File: src/ptp_pkg.sv
package ptp_pkg;
  // task word bit positions, bit 0 is the most significant
  localparam int TW_BRK_ABORT = 15 - 6;
  localparam int TW_KEEP_ON   = 15 - 9;
  localparam int TW_DATA_KIND = 15 - 10;
  localparam int CTL_STOP     = 15 - 1;
  localparam logic [15:0] TASK_RESET = 16'h0000;
  localparam logic [15:0] TAPE_OFF_RESET = 16'h0013;
  localparam int CLK_HZ   = 125_000_000;
  localparam int BAUD     = 110;
  localparam int BIT_CYC  = CLK_HZ / BAUD;
  localparam int STOP_BITS_DEF = 1;

  typedef enum logic [2:0] {
    CMD_TASK   = 3'h0,
    CMD_ADDR   = 3'h1,
    CMD_STATUS = 3'h2,
    CMD_CTL    = 3'h3,
    CMD_CFG_B  = 3'h4
  } cmd_e;

  typedef struct packed {
    logic       busy;
    logic       brk_seen;
    logic       stopped;
    logic       range_done;
    logic       data_kind;
    logic [10:0] unused;
  } status_s;
endpackage : ptp_pkg

File: src/ptp_buf2.sv
`timescale 1ns/1ps
module ptp_buf2
  import ptp_pkg::*;
#(
  parameter int W = 8
)(
  input  wire logic         CLOCK_I,
  input  wire logic         RST_B_I,
  input  wire logic         in_valid_i,
  output wire logic         in_ready_o,
  input  wire logic [W-1:0] in_data_i,
  output wire logic         out_valid_o,
  input  wire logic         out_ready_i,
  output wire logic [W-1:0] out_data_o
);
  logic [W-1:0] mem [2];
  logic         wp;
  logic         rp;
  logic [1:0]   cnt;
  wire          push = in_valid_i && in_ready_o;
  wire          pop  = out_valid_o && out_ready_i;
  assign in_ready_o  = (cnt != 2'h2);
  assign out_valid_o = (cnt != 2'h0);
  assign out_data_o  = mem[rp];
  always_ff @(posedge CLOCK_I or negedge RST_B_I)
    if (!RST_B_I)
    begin
      wp  <= 1'b0;
      rp  <= 1'b0;
      cnt <= 2'h0;
    end
    else
    begin
      if (push) wp <= ~wp;
      if (pop) rp <= ~rp;
      cnt <= cnt + {1'b0, push} - {1'b0, pop};
    end
  always_ff @(posedge CLOCK_I)
    if (push) mem[wp] <= in_data_i;
endmodule : ptp_buf2

File: src/ptp_uart_tx.sv
`timescale 1ns/1ps
module ptp_uart_tx
  import ptp_pkg::*;
#(
  parameter int BIT_CYCLES = BIT_CYC
)(
  input  wire logic       CLOCK_I,
  input  wire logic       RST_B_I,
  input  wire logic       two_stop_i,
  input  wire logic       valid_i,
  output wire logic       ready_o,
  input  wire logic [7:0] data_i,
  output logic            txd_o
);
  logic [10:0] sh;
  logic [3:0]  left;
  logic [$clog2(BIT_CYCLES+1)-1:0] tick;
  assign ready_o = (left == 4'h0);
  // start, 8 data lsb first, one or two stop bits
  always_ff @(posedge CLOCK_I or negedge RST_B_I)
    if (!RST_B_I)
    begin
      sh    <= '1;
      left  <= 4'h0;
      tick  <= '0;
      txd_o <= 1'b1;
    end
    else if (valid_i && ready_o)
    begin
      sh    <= {2'b11, data_i, 1'b0};
      left  <= two_stop_i ? 4'hB : 4'hA;
      tick  <= '0;
      txd_o <= 1'b0;
    end
    else if (left != 4'h0)
    begin
      if (tick == $bits(tick)'(BIT_CYCLES - 1))
      begin
        tick  <= '0;
        left  <= left - 4'h1;
        sh    <= {1'b1, sh[10:1]};
        txd_o <= (left == 4'h1) ? 1'b1 : sh[1];
      end
      else
        tick <= tick + 1'b1;
    end
endmodule : ptp_uart_tx

File: src/ptp_punch.sv
`timescale 1ns/1ps
//
// Contract
// address-and-range load on odd channel starts a punch operation
// task bit 6 picks log-only or abort output on break
// bit 9 zero and range zero sends control char 3, tape off
// task bit 10 chooses data kind; reported in status
// software writes zeros to bits 12-15 and must-be-zero bits
// software starts punch itself with tape-on and delete chars
// normal end: stop punch if asked, go idle, interrupt if allowed
// stop I/O or break while punching: stop punch, idle, interrupt
// status input command answers with current status word
// software polls status or waits for interrupt
// control command with stop bit one ends order, idle, interrupt
// serial link at 110 baud, one or two stop bits
// task command precedes load; task kept over a series
// busy shown in indicator bit with status
// data commands refused while busy, control command accepted
module ptp_punch
  import ptp_pkg::*;
#(
  parameter int BIT_CYCLES = BIT_CYC
)(
  input  wire logic        CLOCK_I,
  input  wire logic        RST_B_I,
  input  wire logic        CMD_VALID_I,
  input  wire logic [2:0]  CMD_CODE_I,
  input  wire logic        CMD_CHAN_LSB_I,
  input  wire logic [15:0] CMD_DATA_I,
  output logic             CMD_ACK_O,
  output logic             CMD_NAK_O,
  output logic [15:0]      STATUS_O,
  output logic             BUSY_IND_O,
  input  wire logic        INT_ALLOW_I,
  output logic             INT_O,
  input  wire logic        BYTE_VALID_I,
  output wire logic        BYTE_READY_O,
  input  wire logic [7:0]  BYTE_I,
  input  wire logic        BREAK_I,
  input  wire logic        TWO_STOP_I,
  output wire logic        TXD_O
);
  typedef enum logic [1:0] {
    ST_IDLE = 2'b00,
    ST_RUN  = 2'b01,
    ST_OFF  = 2'b10,
    ST_DRN  = 2'b11
  } st_e;

  st_e          st;
  st_e          next_st;
  logic [15:0]  task_word;
  logic [15:0]  range;
  logic [7:0]   tape_off;
  logic         brk_seen;
  logic         stopped;
  logic         range_done;
  logic         want_off;

  function automatic logic code_is(input logic [2:0] code, input cmd_e want);
    code_is = (code == want);
  endfunction : code_is

  wire is_cmd  = CMD_VALID_I;
  wire c_task  = is_cmd && code_is(CMD_CODE_I, CMD_TASK);
  wire c_addr  = is_cmd && code_is(CMD_CODE_I, CMD_ADDR) && CMD_CHAN_LSB_I;
  wire c_stat  = is_cmd && code_is(CMD_CODE_I, CMD_STATUS);
  wire c_ctl   = is_cmd && code_is(CMD_CODE_I, CMD_CTL);
  wire c_cfg   = is_cmd && code_is(CMD_CODE_I, CMD_CFG_B);
  wire busy    = (st != ST_IDLE);
  wire refuse  = busy && (c_task || c_addr || c_cfg);
  wire stop_rq = c_ctl && CMD_DATA_I[CTL_STOP];
  wire brk_abt = BREAK_I && task_word[TW_BRK_ABORT];

  // data path: source -> 2-entry buffer -> serialiser
  logic       b_valid;
  logic       b_ready;
  logic [7:0] b_data;
  logic       tx_ready;
  wire        run      = (st == ST_RUN);
  wire        src_v    = run && BYTE_VALID_I && range != 16'h0000;
  wire        src_r;
  wire        send_off = (st == ST_OFF) && !b_valid;
  assign BYTE_READY_O = run && range != 16'h0000 && src_r;
  wire        take     = src_v && src_r;
  wire        tx_v     = send_off ? 1'b1 : b_valid;
  wire [7:0]  tx_d     = send_off ? tape_off : b_data;
  assign b_ready = tx_ready;

  ptp_buf2 #(.W(8)) u_buf (
    .CLOCK_I     (CLOCK_I),
    .RST_B_I     (RST_B_I),
    .in_valid_i  (src_v),
    .in_ready_o  (src_r),
    .in_data_i   (BYTE_I),
    .out_valid_o (b_valid),
    .out_ready_i (b_ready),
    .out_data_o  (b_data)
  );

  ptp_uart_tx #(.BIT_CYCLES(BIT_CYCLES)) u_tx (
    .CLOCK_I    (CLOCK_I),
    .RST_B_I    (RST_B_I),
    .two_stop_i (TWO_STOP_I),
    .valid_i    (tx_v),
    .ready_o    (tx_ready),
    .data_i     (tx_d),
    .txd_o      (TXD_O)
  );

  wire drained = !b_valid && tx_ready;
  wire abort   = stop_rq || brk_abt;

  always_comb
  begin
    next_st = st;
    unique case (st)
      ST_IDLE:
        if (c_addr && CMD_DATA_I != 16'h0000)
          next_st = ST_RUN;
      ST_RUN:
        if (abort)
          next_st = ST_DRN;
        else if (range == 16'h0000 && !b_valid)
          next_st = want_off ? ST_OFF : ST_DRN;
      ST_OFF:
        if (tx_ready && !b_valid)
          next_st = ST_DRN;
      ST_DRN:
        if (drained && !b_valid)
          next_st = ST_IDLE;
    endcase
  end

  // abort drains accepted bytes, then sends tape-off to stop the punch
  always_ff @(posedge CLOCK_I or negedge RST_B_I)
    if (!RST_B_I)
    begin
      st         <= ST_IDLE;
      task_word  <= TASK_RESET;
      tape_off   <= TAPE_OFF_RESET[7:0];
      range      <= 16'h0000;
      brk_seen   <= 1'b0;
      stopped    <= 1'b0;
      range_done <= 1'b0;
      want_off   <= 1'b0;
    end
    else
    begin
      st <= (st == ST_RUN && abort) ? ST_OFF : next_st;
      if (c_task && !busy)
        task_word <= CMD_DATA_I;
      if (c_cfg && !busy)
        tape_off <= CMD_DATA_I[7:0];
      if (c_addr && !busy)
      begin
        range      <= CMD_DATA_I;
        brk_seen   <= 1'b0;
        stopped    <= 1'b0;
        range_done <= 1'b0;
        want_off   <= !task_word[TW_KEEP_ON];
      end
      else if (take)
        range <= range - 16'h0001;
      if (run && BREAK_I)
        brk_seen <= 1'b1;
      if (run && abort)
      begin
        stopped <= 1'b1;
        range   <= 16'h0000;
      end
      if (run && range == 16'h0000 && !abort)
        range_done <= 1'b1;
    end

  status_s sw;
  always_comb
  begin
    sw            = '0;
    sw.busy       = busy;
    sw.brk_seen   = brk_seen;
    sw.stopped    = stopped;
    sw.range_done = range_done;
    sw.data_kind  = task_word[TW_DATA_KIND];
  end

  wire finish = (st == ST_DRN) && (next_st == ST_IDLE);

  always_ff @(posedge CLOCK_I or negedge RST_B_I)
    if (!RST_B_I)
    begin
      CMD_ACK_O  <= 1'b0;
      CMD_NAK_O  <= 1'b0;
      STATUS_O   <= 16'h0000;
      BUSY_IND_O <= 1'b0;
      INT_O      <= 1'b0;
    end
    else
    begin
      CMD_ACK_O  <= is_cmd && !refuse;
      CMD_NAK_O  <= refuse;
      BUSY_IND_O <= (next_st != ST_IDLE);
      if (c_stat)
        STATUS_O <= sw;
      INT_O <= finish && INT_ALLOW_I;
    end

  // command answer checks
  chk_nak_busy: assert property (
    @(posedge CLOCK_I) disable iff (!RST_B_I)
    (busy && c_addr) |=> CMD_NAK_O && !CMD_ACK_O)
    else $error("load accepted while busy");
  chk_ctl_ack: assert property (
    @(posedge CLOCK_I) disable iff (!RST_B_I)
    (busy && c_ctl) |=> CMD_ACK_O)
    else $error("control refused while busy");
  chk_cmd_answer: assert property (
    @(posedge CLOCK_I) disable iff (!RST_B_I)
    is_cmd |=> CMD_ACK_O != CMD_NAK_O)
    else $error("command not answered once");
  chk_task_held: assert property (
    @(posedge CLOCK_I) disable iff (!RST_B_I)
    (busy && c_task) |=> task_word == $past(task_word))
    else $error("task word changed while busy");
  chk_status_rd: assert property (
    @(posedge CLOCK_I) disable iff (!RST_B_I)
    c_stat |=> STATUS_O[15] == $past(busy))
    else $error("status busy bit wrong");
  chk_status_hold: assert property (
    @(posedge CLOCK_I) disable iff (!RST_B_I)
    !c_stat |=> $stable(STATUS_O))
    else $error("status word changed without command");
  chk_data_kind: assert property (
    @(posedge CLOCK_I) disable iff (!RST_B_I)
    c_stat |=> STATUS_O[11] == $past(task_word[TW_DATA_KIND]))
    else $error("data kind not reported");
  chk_busy_ind: assert property (
    @(posedge CLOCK_I) disable iff (!RST_B_I)
    BUSY_IND_O == busy)
    else $error("busy indicator wrong");

  // start and transfer checks
  chk_start_run: assert property (
    @(posedge CLOCK_I) disable iff (!RST_B_I)
    (!busy && c_addr && CMD_DATA_I != 16'h0000) |=> st == ST_RUN)
    else $error("load did not start punch");
  chk_idle_load: assert property (
    @(posedge CLOCK_I) disable iff (!RST_B_I)
    (c_addr && !busy && CMD_DATA_I == 16'h0000) |=> !busy)
    else $error("empty range started punch");
  chk_ignore_lsb: assert property (
    @(posedge CLOCK_I) disable iff (!RST_B_I)
    (is_cmd && code_is(CMD_CODE_I, CMD_ADDR) && !CMD_CHAN_LSB_I && !busy)
      |=> !busy)
    else $error("input channel load started punch");
  chk_no_src_idle: assert property (
    @(posedge CLOCK_I) disable iff (!RST_B_I)
    !run |-> !BYTE_READY_O)
    else $error("data taken outside a punch");
  chk_range_step: assert property (
    @(posedge CLOCK_I) disable iff (!RST_B_I)
    (take && !abort) |=> range == $past(range) - 16'h0001)
    else $error("range not counted down");

  // termination checks
  chk_tape_off: assert property (
    @(posedge CLOCK_I) disable iff (!RST_B_I)
    (run && range == 16'h0000 && !b_valid && !abort && want_off)
      |=> st == ST_OFF)
    else $error("tape off not sent");
  chk_keep_on: assert property (
    @(posedge CLOCK_I) disable iff (!RST_B_I)
    (run && range == 16'h0000 && !b_valid && !abort && !want_off)
      |=> st == ST_DRN)
    else $error("tape off sent in keep-on mode");
  chk_abort_off: assert property (
    @(posedge CLOCK_I) disable iff (!RST_B_I)
    (run && abort) |=> st == ST_OFF && stopped)
    else $error("abort did not stop punch");
  chk_abort_range: assert property (
    @(posedge CLOCK_I) disable iff (!RST_B_I)
    (run && abort) |=> range == 16'h0000)
    else $error("abort left range pending");
  chk_stop_cmd: assert property (
    @(posedge CLOCK_I) disable iff (!RST_B_I)
    (run && stop_rq) |=> stopped)
    else $error("stop command ignored");
  chk_break_log: assert property (
    @(posedge CLOCK_I) disable iff (!RST_B_I)
    (run && BREAK_I && !task_word[TW_BRK_ABORT] && !stop_rq)
      |=> st != ST_OFF || $past(range) == 16'h0000)
    else $error("break aborted in log mode");
  chk_log_flag: assert property (
    @(posedge CLOCK_I) disable iff (!RST_B_I)
    (run && BREAK_I) |=> brk_seen)
    else $error("break not recorded");
  chk_int_done: assert property (
    @(posedge CLOCK_I) disable iff (!RST_B_I)
    INT_O |-> !BUSY_IND_O ##0 $past(INT_ALLOW_I))
    else $error("interrupt without completion");
  chk_int_pulse: assert property (
    @(posedge CLOCK_I) disable iff (!RST_B_I)
    (finish && INT_ALLOW_I) |=> INT_O)
    else $error("completion interrupt missing");
  chk_int_gate: assert property (
    @(posedge CLOCK_I) disable iff (!RST_B_I)
    (finish && !INT_ALLOW_I) |=> !INT_O)
    else $error("interrupt raised while not permitted");
  chk_idle_line: assert property (
    @(posedge CLOCK_I) disable iff (!RST_B_I)
    (!busy && tx_ready) |-> TXD_O)
    else $error("serial line not idle high");

  cov_punch_done: cover property (@(posedge CLOCK_I) disable iff (!RST_B_I)
    finish && range_done);
  cov_stop_io: cover property (@(posedge CLOCK_I) disable iff (!RST_B_I)
    run && stop_rq);
  cov_break_abt: cover property (@(posedge CLOCK_I) disable iff (!RST_B_I)
    run && brk_abt);
  cov_stall: cover property (@(posedge CLOCK_I) disable iff (!RST_B_I)
    run && BYTE_VALID_I && !src_r);
  cov_keep_on: cover property (@(posedge CLOCK_I) disable iff (!RST_B_I)
    finish && !want_off);
endmodule : ptp_punch

File: config.mk
export PLATFORM = sky130hd
export DESIGN_NAME = ptp_punch
export DESIGN_NICKNAME = d
export VERILOG_FILES = /design/src/ptp_pkg.sv /design/src/ptp_buf2.sv /design/src/ptp_uart_tx.sv /design/src/ptp_punch.sv
export SDC_FILE = /design/constraint.sdc
export NUM_CORES = 1
export LEC_CHECK = 0
export BUFFER_PORTS_ARGS = -buffer_cell sky130_fd_sc_hd__buf_2
export CORE_UTILIZATION = 35
export DETAILED_ROUTE_END_ITERATION = 7
export GPL_ROUTABILITY_DRIVEN = 0
export HOLD_SLACK_MARGIN = 0.06
export SYNTH_ARGS = -nofsm -noshare
export SYNTH_HDL_FRONTEND = slang
export SYNTH_SLANG_ARGS = --single-unit
File: constraint.sdc
create_clock -name CLOCK_I -period 3.2 [get_ports CLOCK_I]
set_clock_uncertainty 0.2 [all_clocks]
set_input_delay 0.16 -clock CLOCK_I [delete_from_list [all_inputs] [get_ports CLOCK_I]]
set_output_delay 0.16 -clock CLOCK_I [all_outputs]
set_load 0.01 [all_outputs]
==> results of run 1 <==
==> routing by layer <==
metal / GRT usage [%] / vias up / part of all wire (%)
met5: 0 / - / 0
met2: 26.5 / 116 / 49
met3: 4.18 / 11 / 4.9
li1: - / 1978 / -
met4: 5.71 / 0 / 0.91
met1: 21.7 / 1967 / 45
==> power by group <==
| group | total [W] | internal, W | switching (W) |
|---|---|---|---|
| clock network | 0.00109 | 0.000560 | 0.000535 |
| registers | 0.00201 | 0.00166 | 0.000348 |
| logic | 0.00141 | 0.000662 | 0.000747 |
| total | 0.00451 | 0.00289 | 0.00163 |
==> logic make-up after synthesis <==
kind of cell               after synthesis
AOI/OAI and AO/OA                      102
xor gates and xnor gates                18
adders and majority gates                7
buffers and inverters                   52
DFF                                     96
muxes                                   18
other                                    1
and+or+nand+nor                        217
==> repair_timing <==
| action | in CTS | in global routing |
|---|---|---|
| hold endpoints to repair | 117 | 0 |
| hold buffers | 31 | 0 |
| setup endpoints to repair | 0 | 0 |
==> through the flow <==
| step | power [W] | area (um2) | setup WS, ns | hold WS [ns] |
|---|---|---|---|---|
| after floorplan | 0.00300 | 5020 | 0.835 | -0.336 |
| final | 0.00451 | 6000 | 0.492 | 0.0694 |
| after global routing | 0.00484 | 6000 | 0.352 | 0.100 |
| after CTS | 0.00456 | 6000 | 0.497 | 0.0660 |
| after detailed placement | 0.00342 | 5380 | 0.632 | 0.151 |
| after global placement | 0.00337 | 5380 | 0.691 | 0.150 |
==> layout by cell type (no fill, tap or decap), drive strengths merged, types with 4 or more instances in the layout <==
cell | netlist | routed
conb | 1 | 11
nand2 | 55 | 55
or3 | 7 | 7
a31oi | 12 | 12
nor4 | 20 | 20
mux2 | 17 | 17
a211oi | 7 | 7
or2 | 5 | 5
ha | 7 | 7
dfrtp | 68 | 68
dlygate4sd3 | 0 | 31
nand2b | 4 | 4
a22o | 6 | 6
nor3 | 17 | 17
o21ai | 35 | 35
nand4 | 11 | 11
nor2 | 38 | 38
inv | 15 | 20
a21o | 10 | 10
edfxtp | 16 | 16
nor2b | 9 | 9
dfstp | 12 | 12
buf | 14 | 57
nor3b | 6 | 6
a21oi | 12 | 12
and2 | 5 | 5
o22ai | 8 | 8
or4 | 4 | 4
xnor2 | 16 | 16
clkbuf | 23 | 9
nand3 | 18 | 18
==> final cells by class <==
cell class                 instances  area share, %
sequential                        96           41.7
clock inverter                     7           1.31
clock buffer                       9           3.76
inverter                          15          0.939
multi-input combinational        373           38.1
timing repair buffer              88           10.5
tap                              180           3.76
==> state kept, by name, indices dropped and copies added (netlist names), 2 cells and up <==
signal     flops
u_tx.left      4
tape_off       8
u_tx.tick     21
u_tx.sh        8
task_word      3
STATUS_O       5
u_buf.mem     16
u_buf.cnt      2
range         16
st             2
==> worst register-to-register path, cell delays in order, from the launching register on <==
cell and delay, ns:
dfrtp_1 0.42, inv_1 0.08, ha_1 0.17, or4b_4 0.51, nor4_1 0.37, nor2_1 0.21, ha_1 0.26, xnor2_1 0.20
xnor2_1 0.13
==> worst paths after layout <==
kind | slack, ns | endpoint | start
max | 0.49 | BYTE_READY_O | range[0]
min | 0.07 | task_word[9] | CMD_CODE_I[2]
max reg2reg | 0.59 | u_buf.cnt[1] | range[0]
min reg2reg | 0.26 | want_off | task_word[6]
max in group asynchronous | 1.81 | range[10] | RST_B_I
min in group asynchronous | 0.30 | u_tx.tick[11] | RST_B_I
==> flow_summary_export.csv, run 1 <==
group,metric,value,unit
critical_path,worst_path_dominant_cell_family,"simple AND/OR/NAND/NOR gates",
power_and_ir_drop,leakage,2.50,nW
sta,hold_viol_final,0,
floorplan,coreArea,13900,um2
finish,multi_input_area,2280,um2
sta,drv_slew,0,
detailed_routing,routedWlPerCell,14.9,um
critical_path,critPathKind,"flip-flop to primary output",
floorplan,die_h,121,um
finish,drive_gt1_share,18.7,%
floorplan,row_count,43,
clocking,post_cts_resized,0,
run,drv_cap,0,
power_and_ir_drop,ir_worst_vdd,0.423,mV
finish,nets,625,
critical_path,cp-start-kind,"flip-flop",
sta,fmax,369,MHz
synth,seq_area_frac_synth,50.1,%
critical_path,slowest_delay,0.50,ns
sta,tightestPinTransition,1.03,ns
finish,syn_to_final_growth,20.4,%
sta,rsz0062_at_grt,"no",
clocking,htreeDepth,3,
detailed_routing,wl,11400,um
synth,synth_top_area_share,34.2,%
finish,instances_no_fill,768,
synth,yosysTopAreaCell,"dfrtp_1",
detailed_routing,routed_via_density,5.30,
detailed_routing,drcViolationCount,0,
hold_path,min_path_cells,4,
place,port_buffers,45,
hold_path,hold_path.class,"primary input to flip-flop",
clocking,cts_tree,"yes",
floorplan,dieArea,14700,um2
global_route,antenna_found_initial,0,
sta,final.period_utilization,84.6,%
finish,utilization,43.2,%
synth,synthTopCellsByCount,"dfrtp_1 (68), nand2_1 (55), nor2_1 (38)",
sta,relSlewSlack,31.4,%
critical_path,crit_cells,7,
sta,period_needed,2.71,ns
synth,synth_compound_area_share,12.9,%
synth,syn-cell-area,4980,um2
synth,synth-seq-cells,96,
critical_path,critPathArrivalTime,2.35,ns
finish,n_antenna_cell,0,
global_route,grt_max_degree,81,
floorplan,initial_utilization,35.9,%
clocking,clk_path_buf_depth,2,
synth,yosys.area_share.adder,1.76,%
critical_path,cp_data_required_time,2.84,ns
synth,yosysWarnings,0,
global_route,track_usage,16.6,%
run_status,status,"finished, final reports clean",
sta,setup_viol,0,
synth,yosysMostFrequentCell,"dfrtp_1",
synth,synth-edff-count,16,
clocking,clk_pin_slew,0.07,ns
critical_path,r2r_cells,8,
finish,regArea,2500,um2
global_route,grt-ovfl-total,0,
synth,synth-xor-area-share,3.17,%
synth,synthArstFlopShare,83.3,%
detailed_routing,dr.pass1.iters,5,
global_route,grt_pass1_vias,3889,
global_route,grt_pass1_wl,18900,um
sta,setup_tns,0,ns
floorplan,fp.dieW,121,um
synth,syn_inst,511,
detailed_routing,vias,4072,
clocking,cts-buffers-inserted,9,
clocking,postCtsSetupBuffers,0,
place,dp.cells,721,
finish,n_fill_cell,1369,
critical_path,path_buf_inv,3,
clocking,clock-root-buffer,"clkbuf_16",
critical_path,end_kind,"primary output",
synth,synth_top_family_by_area,"simple AND/OR/NAND/NOR gates",
synth,synthTopCellsByArea,"dfrtp_1 (34%), edfxtp_1 (9.6%), dfstp_2 (6.3%)",
synth,synthMuxAreaShare,4.04,%
critical_path,critPathMaxFanout,10,
detailed_routing,drtIter0Drc,278,
detailed_routing,antenna_left,0,
clocking,cts.sink_count,96,
place,place_hpwl,7910,um
critical_path,crit_path_cell_trace,"inv_1 > ha_1 > or4b_4 > nor4_1 > buf_4 > nor2_1 > buf_2",
synth,synth-simple-area-share,23.1,%
clocking,clk_latency,0.36,ns
synth,yosys.cell_types.count,57,
floorplan,pin_count,57,
power_and_ir_drop,p_per_area,753,nW/um2
synth,synthFlopType,"dfrtp_1",
synth,post_synth.cell_area_avg,9.75,um2
critical_path,slowest_stage,"or4b_4",
(Power assumes the default switching activity.)
==> run 2: changes to the inputs <==
clock period = 2.3 ns   (was 3.2 ns; I/O delays follow)
==> run 2 against run 1 <==
  * The run now ends with setup timing left
  * Non-clock buffer count increased by 42
  * Flip-flop and latch count did not move
  * Worst setup slack worse by 0.50 ns
  * Critical path depth is 1 higher
  * Worst hold slack better by 0.057 ns
  * Register-to-register slack got worse by 0.60 ns
  * Wire length up 9.4%
  * Critical endpoint is now range[5]
  * Largest cell class unchanged
==> flow_summary_export.csv, run 2 (synthesis gave the netlist of run 1 again) <==
group,metric,value,unit
run_status,status,"finished, violations left",
run_status,violations,"setup timing",
sta,hold_viol_final,0,
finish,n_antenna_cell,0,
floorplan,die_h,121,um
global_route,grt_pass1_vias,4245,
detailed_routing,routedWlPerCell,15.4,um
finish,top_register,"u_tx.tick",
critical_path,reg2reg_slack,-0.007,ns
clocking,htreeDepth,3,
sta,timing.hold.ws,0.126,ns
sta,final.period_utilization,100,%
floorplan,dieArea,14700,um2
sta,fmax,433,MHz
floorplan,coreArea,13900,um2
sta,drv_slew,0,
clocking,clk_path_buf_depth,2,
detailed_routing,drtIter0Drc,224,
place,dpl_cell_area,5680,um2
finish,top_regs,"u_tx.tick x21, range x16, u_buf.mem x16",
detailed_routing,antenna_left,0,
sta,period_needed,2.31,ns
sta,setup_slack,-0.00745,ns
place,place_hpwl,8490,um
finish,drive_gt1_share,27.3,%
critical_path,crit_end,"range[5]",
finish,mostFrequentLayoutCells,"dfrtp_1 (68), nand2_1 (55), buf_4 (48), buf_2 (43), nor2_1 (36)",
critical_path,critPathKind,"flip-flop to flip-flop",
detailed_routing,routed_via_density,5.22,
critical_path,cp-start-kind,"flip-flop",
finish,design_area,6530,um2
critical_path,critPathMaxFanout,5,
run,drv_cap,0,
detailed_routing,drcViolationCount,0,
power_and_ir_drop,ir_worst_vdd,0.837,mV
critical_path,cp_data_required_time,2.33,ns
critical_path,critPathArrivalTime,2.34,ns
global_route,grt_pass1_wl,20600,um
clocking,cts_tree,"yes",
critical_path,crit_start,"range[1]",
finish,nets,667,
sta,setup_tns,-0.0167,ns
detailed_routing,dr.pass1.iters,4,
power_and_ir_drop,p_per_area,1050,nW/um2
critical_path,end_kind,"flip-flop",
critical_path,r2r-end,"range[5]",
hold_path,hold_path.class,"primary input to asynchronous set/reset pin",
detailed_routing,vias,4225,
floorplan,initial_utilization,35.9,%
global_route,track_usage,18.0,%
place,port_buffers,45,
power_and_ir_drop,leakage,2.74,nW
clocking,clock-root-buffer,"clkbuf_16",
sta,tightestPinTransition,0.648,ns
critical_path,r2r_cells,8,
floorplan,row_count,43,
sta,rsz0062_at_grt,"yes",
finish,largest_register_ffs,21,
clocking,clk_latency,0.35,ns
clocking,clk_pin_slew,0.07,ns
global_route,grt-ovfl-total,0,
clocking,cts.sink_count,96,
global_route,antenna_found_initial,0,
global_route,grt_max_degree,49,
floorplan,pin_count,57,
floorplan,fp.dieW,121,um
sta,setup_viol,3,
finish,layout_commonest_cell,"dfrtp_1",
finish,syn_to_final_growth,31.0,%
sta,relSlewSlack,56.8,%
detailed_routing,wl,12500,um
critical_path,reg2reg_from,"range[1]",
clocking,cts-buffers-inserted,9,
==> run 2: cell count changes in the layout (fill, tap and decap cells not counted), moves of 4 or more <==
| cell | previous run | this run |
|---|---|---|
| nor4_1 | 20 | 15 |
| nor3_1 | 17 | 13 |
| o21ai_0 | 32 | 28 |
| buf_4 | 13 | 48 |
| o21ai_1 | 2 | 6 |
==> run 2: how the worst min path moves through the flow <==
stage                 start            end  slack, ns  cells past startpoint
3_3_place_gp        RST_B_I  u_tx.tick[13]      -0.03                      1
4_1_cts        BYTE_VALID_I       u_buf.wp       0.09                      4
5_1_grt        BYTE_VALID_I       u_buf.wp       0.16                      4
2_1_floorplan       RST_B_I     BUSY_IND_O      -0.38                      0
6_report            RST_B_I   u_tx.tick[0]       0.13                      2
3_5_place_dp        RST_B_I  u_tx.tick[13]      -0.02                      1
==> run 2: cell type report <==
type                            count  area, um2
Sequential cell                    96       2500
Fill cell                        1310       7360
Inverter                           15       56.3
Timing Repair Buffer              130        990
Clock inverter                      7       82.6
Clock buffer                        9        225
Tap cell                          180        225
Multi-Input combinational cell    373       2450
==> run 2: repair_timing <==
action                     CTS  global route
hold buffers                34             0
setup buffers                2             2
pin swaps                    2             5
hold endpoints to repair   103             0
gates resized for setup      7            31
setup endpoints to repair   19            54
==> run 2: routing by layer <==
metal | vias to the layer above | track usage (%) | part of all wire, %
li1 | 2069 | - | -
met1 | 2055 | 22.6 | 45
met2 | 85 | 30.1 | 50
met3 | 16 | 4.93 | 3.2
met4 | 0 | 5.32 | 1.7
met5 | - | 0 | 0
==> run 2: stage by stage <==
stage	utilization (%)	setup WS, ns	power [W]	cells
final	47.0	-0.00745	0.00683	810
after global routing	47.0	-0.106	0.00730	810
after CTS	45.9	-0.00846	0.00672	808
after detailed placement	40.9	-0.110	0.00504	756
after global placement	40.9	-0.0738	0.00496	756
after floorplan	-	-0.0217	0.00418	521
==> run 2: critical path, cell delays in order (launching register included) <==
cell and delay [ns]:
dfrtp_1 0.38, inv_1 0.07, ha_2 0.18, or4b_4 0.51, nor4_1 0.29, buf_4 0.16, nor3_1 0.04, a211oi_1 0.27
nor3_1 0.09
==> run 2: where the power goes <==
group | total, W | internal [W] | switching [W]
registers | 0.00275 | 0.00232 | 0.000433
logic | 0.00256 | 0.00124 | 0.00132
clock network | 0.00152 | 0.000779 | 0.000746
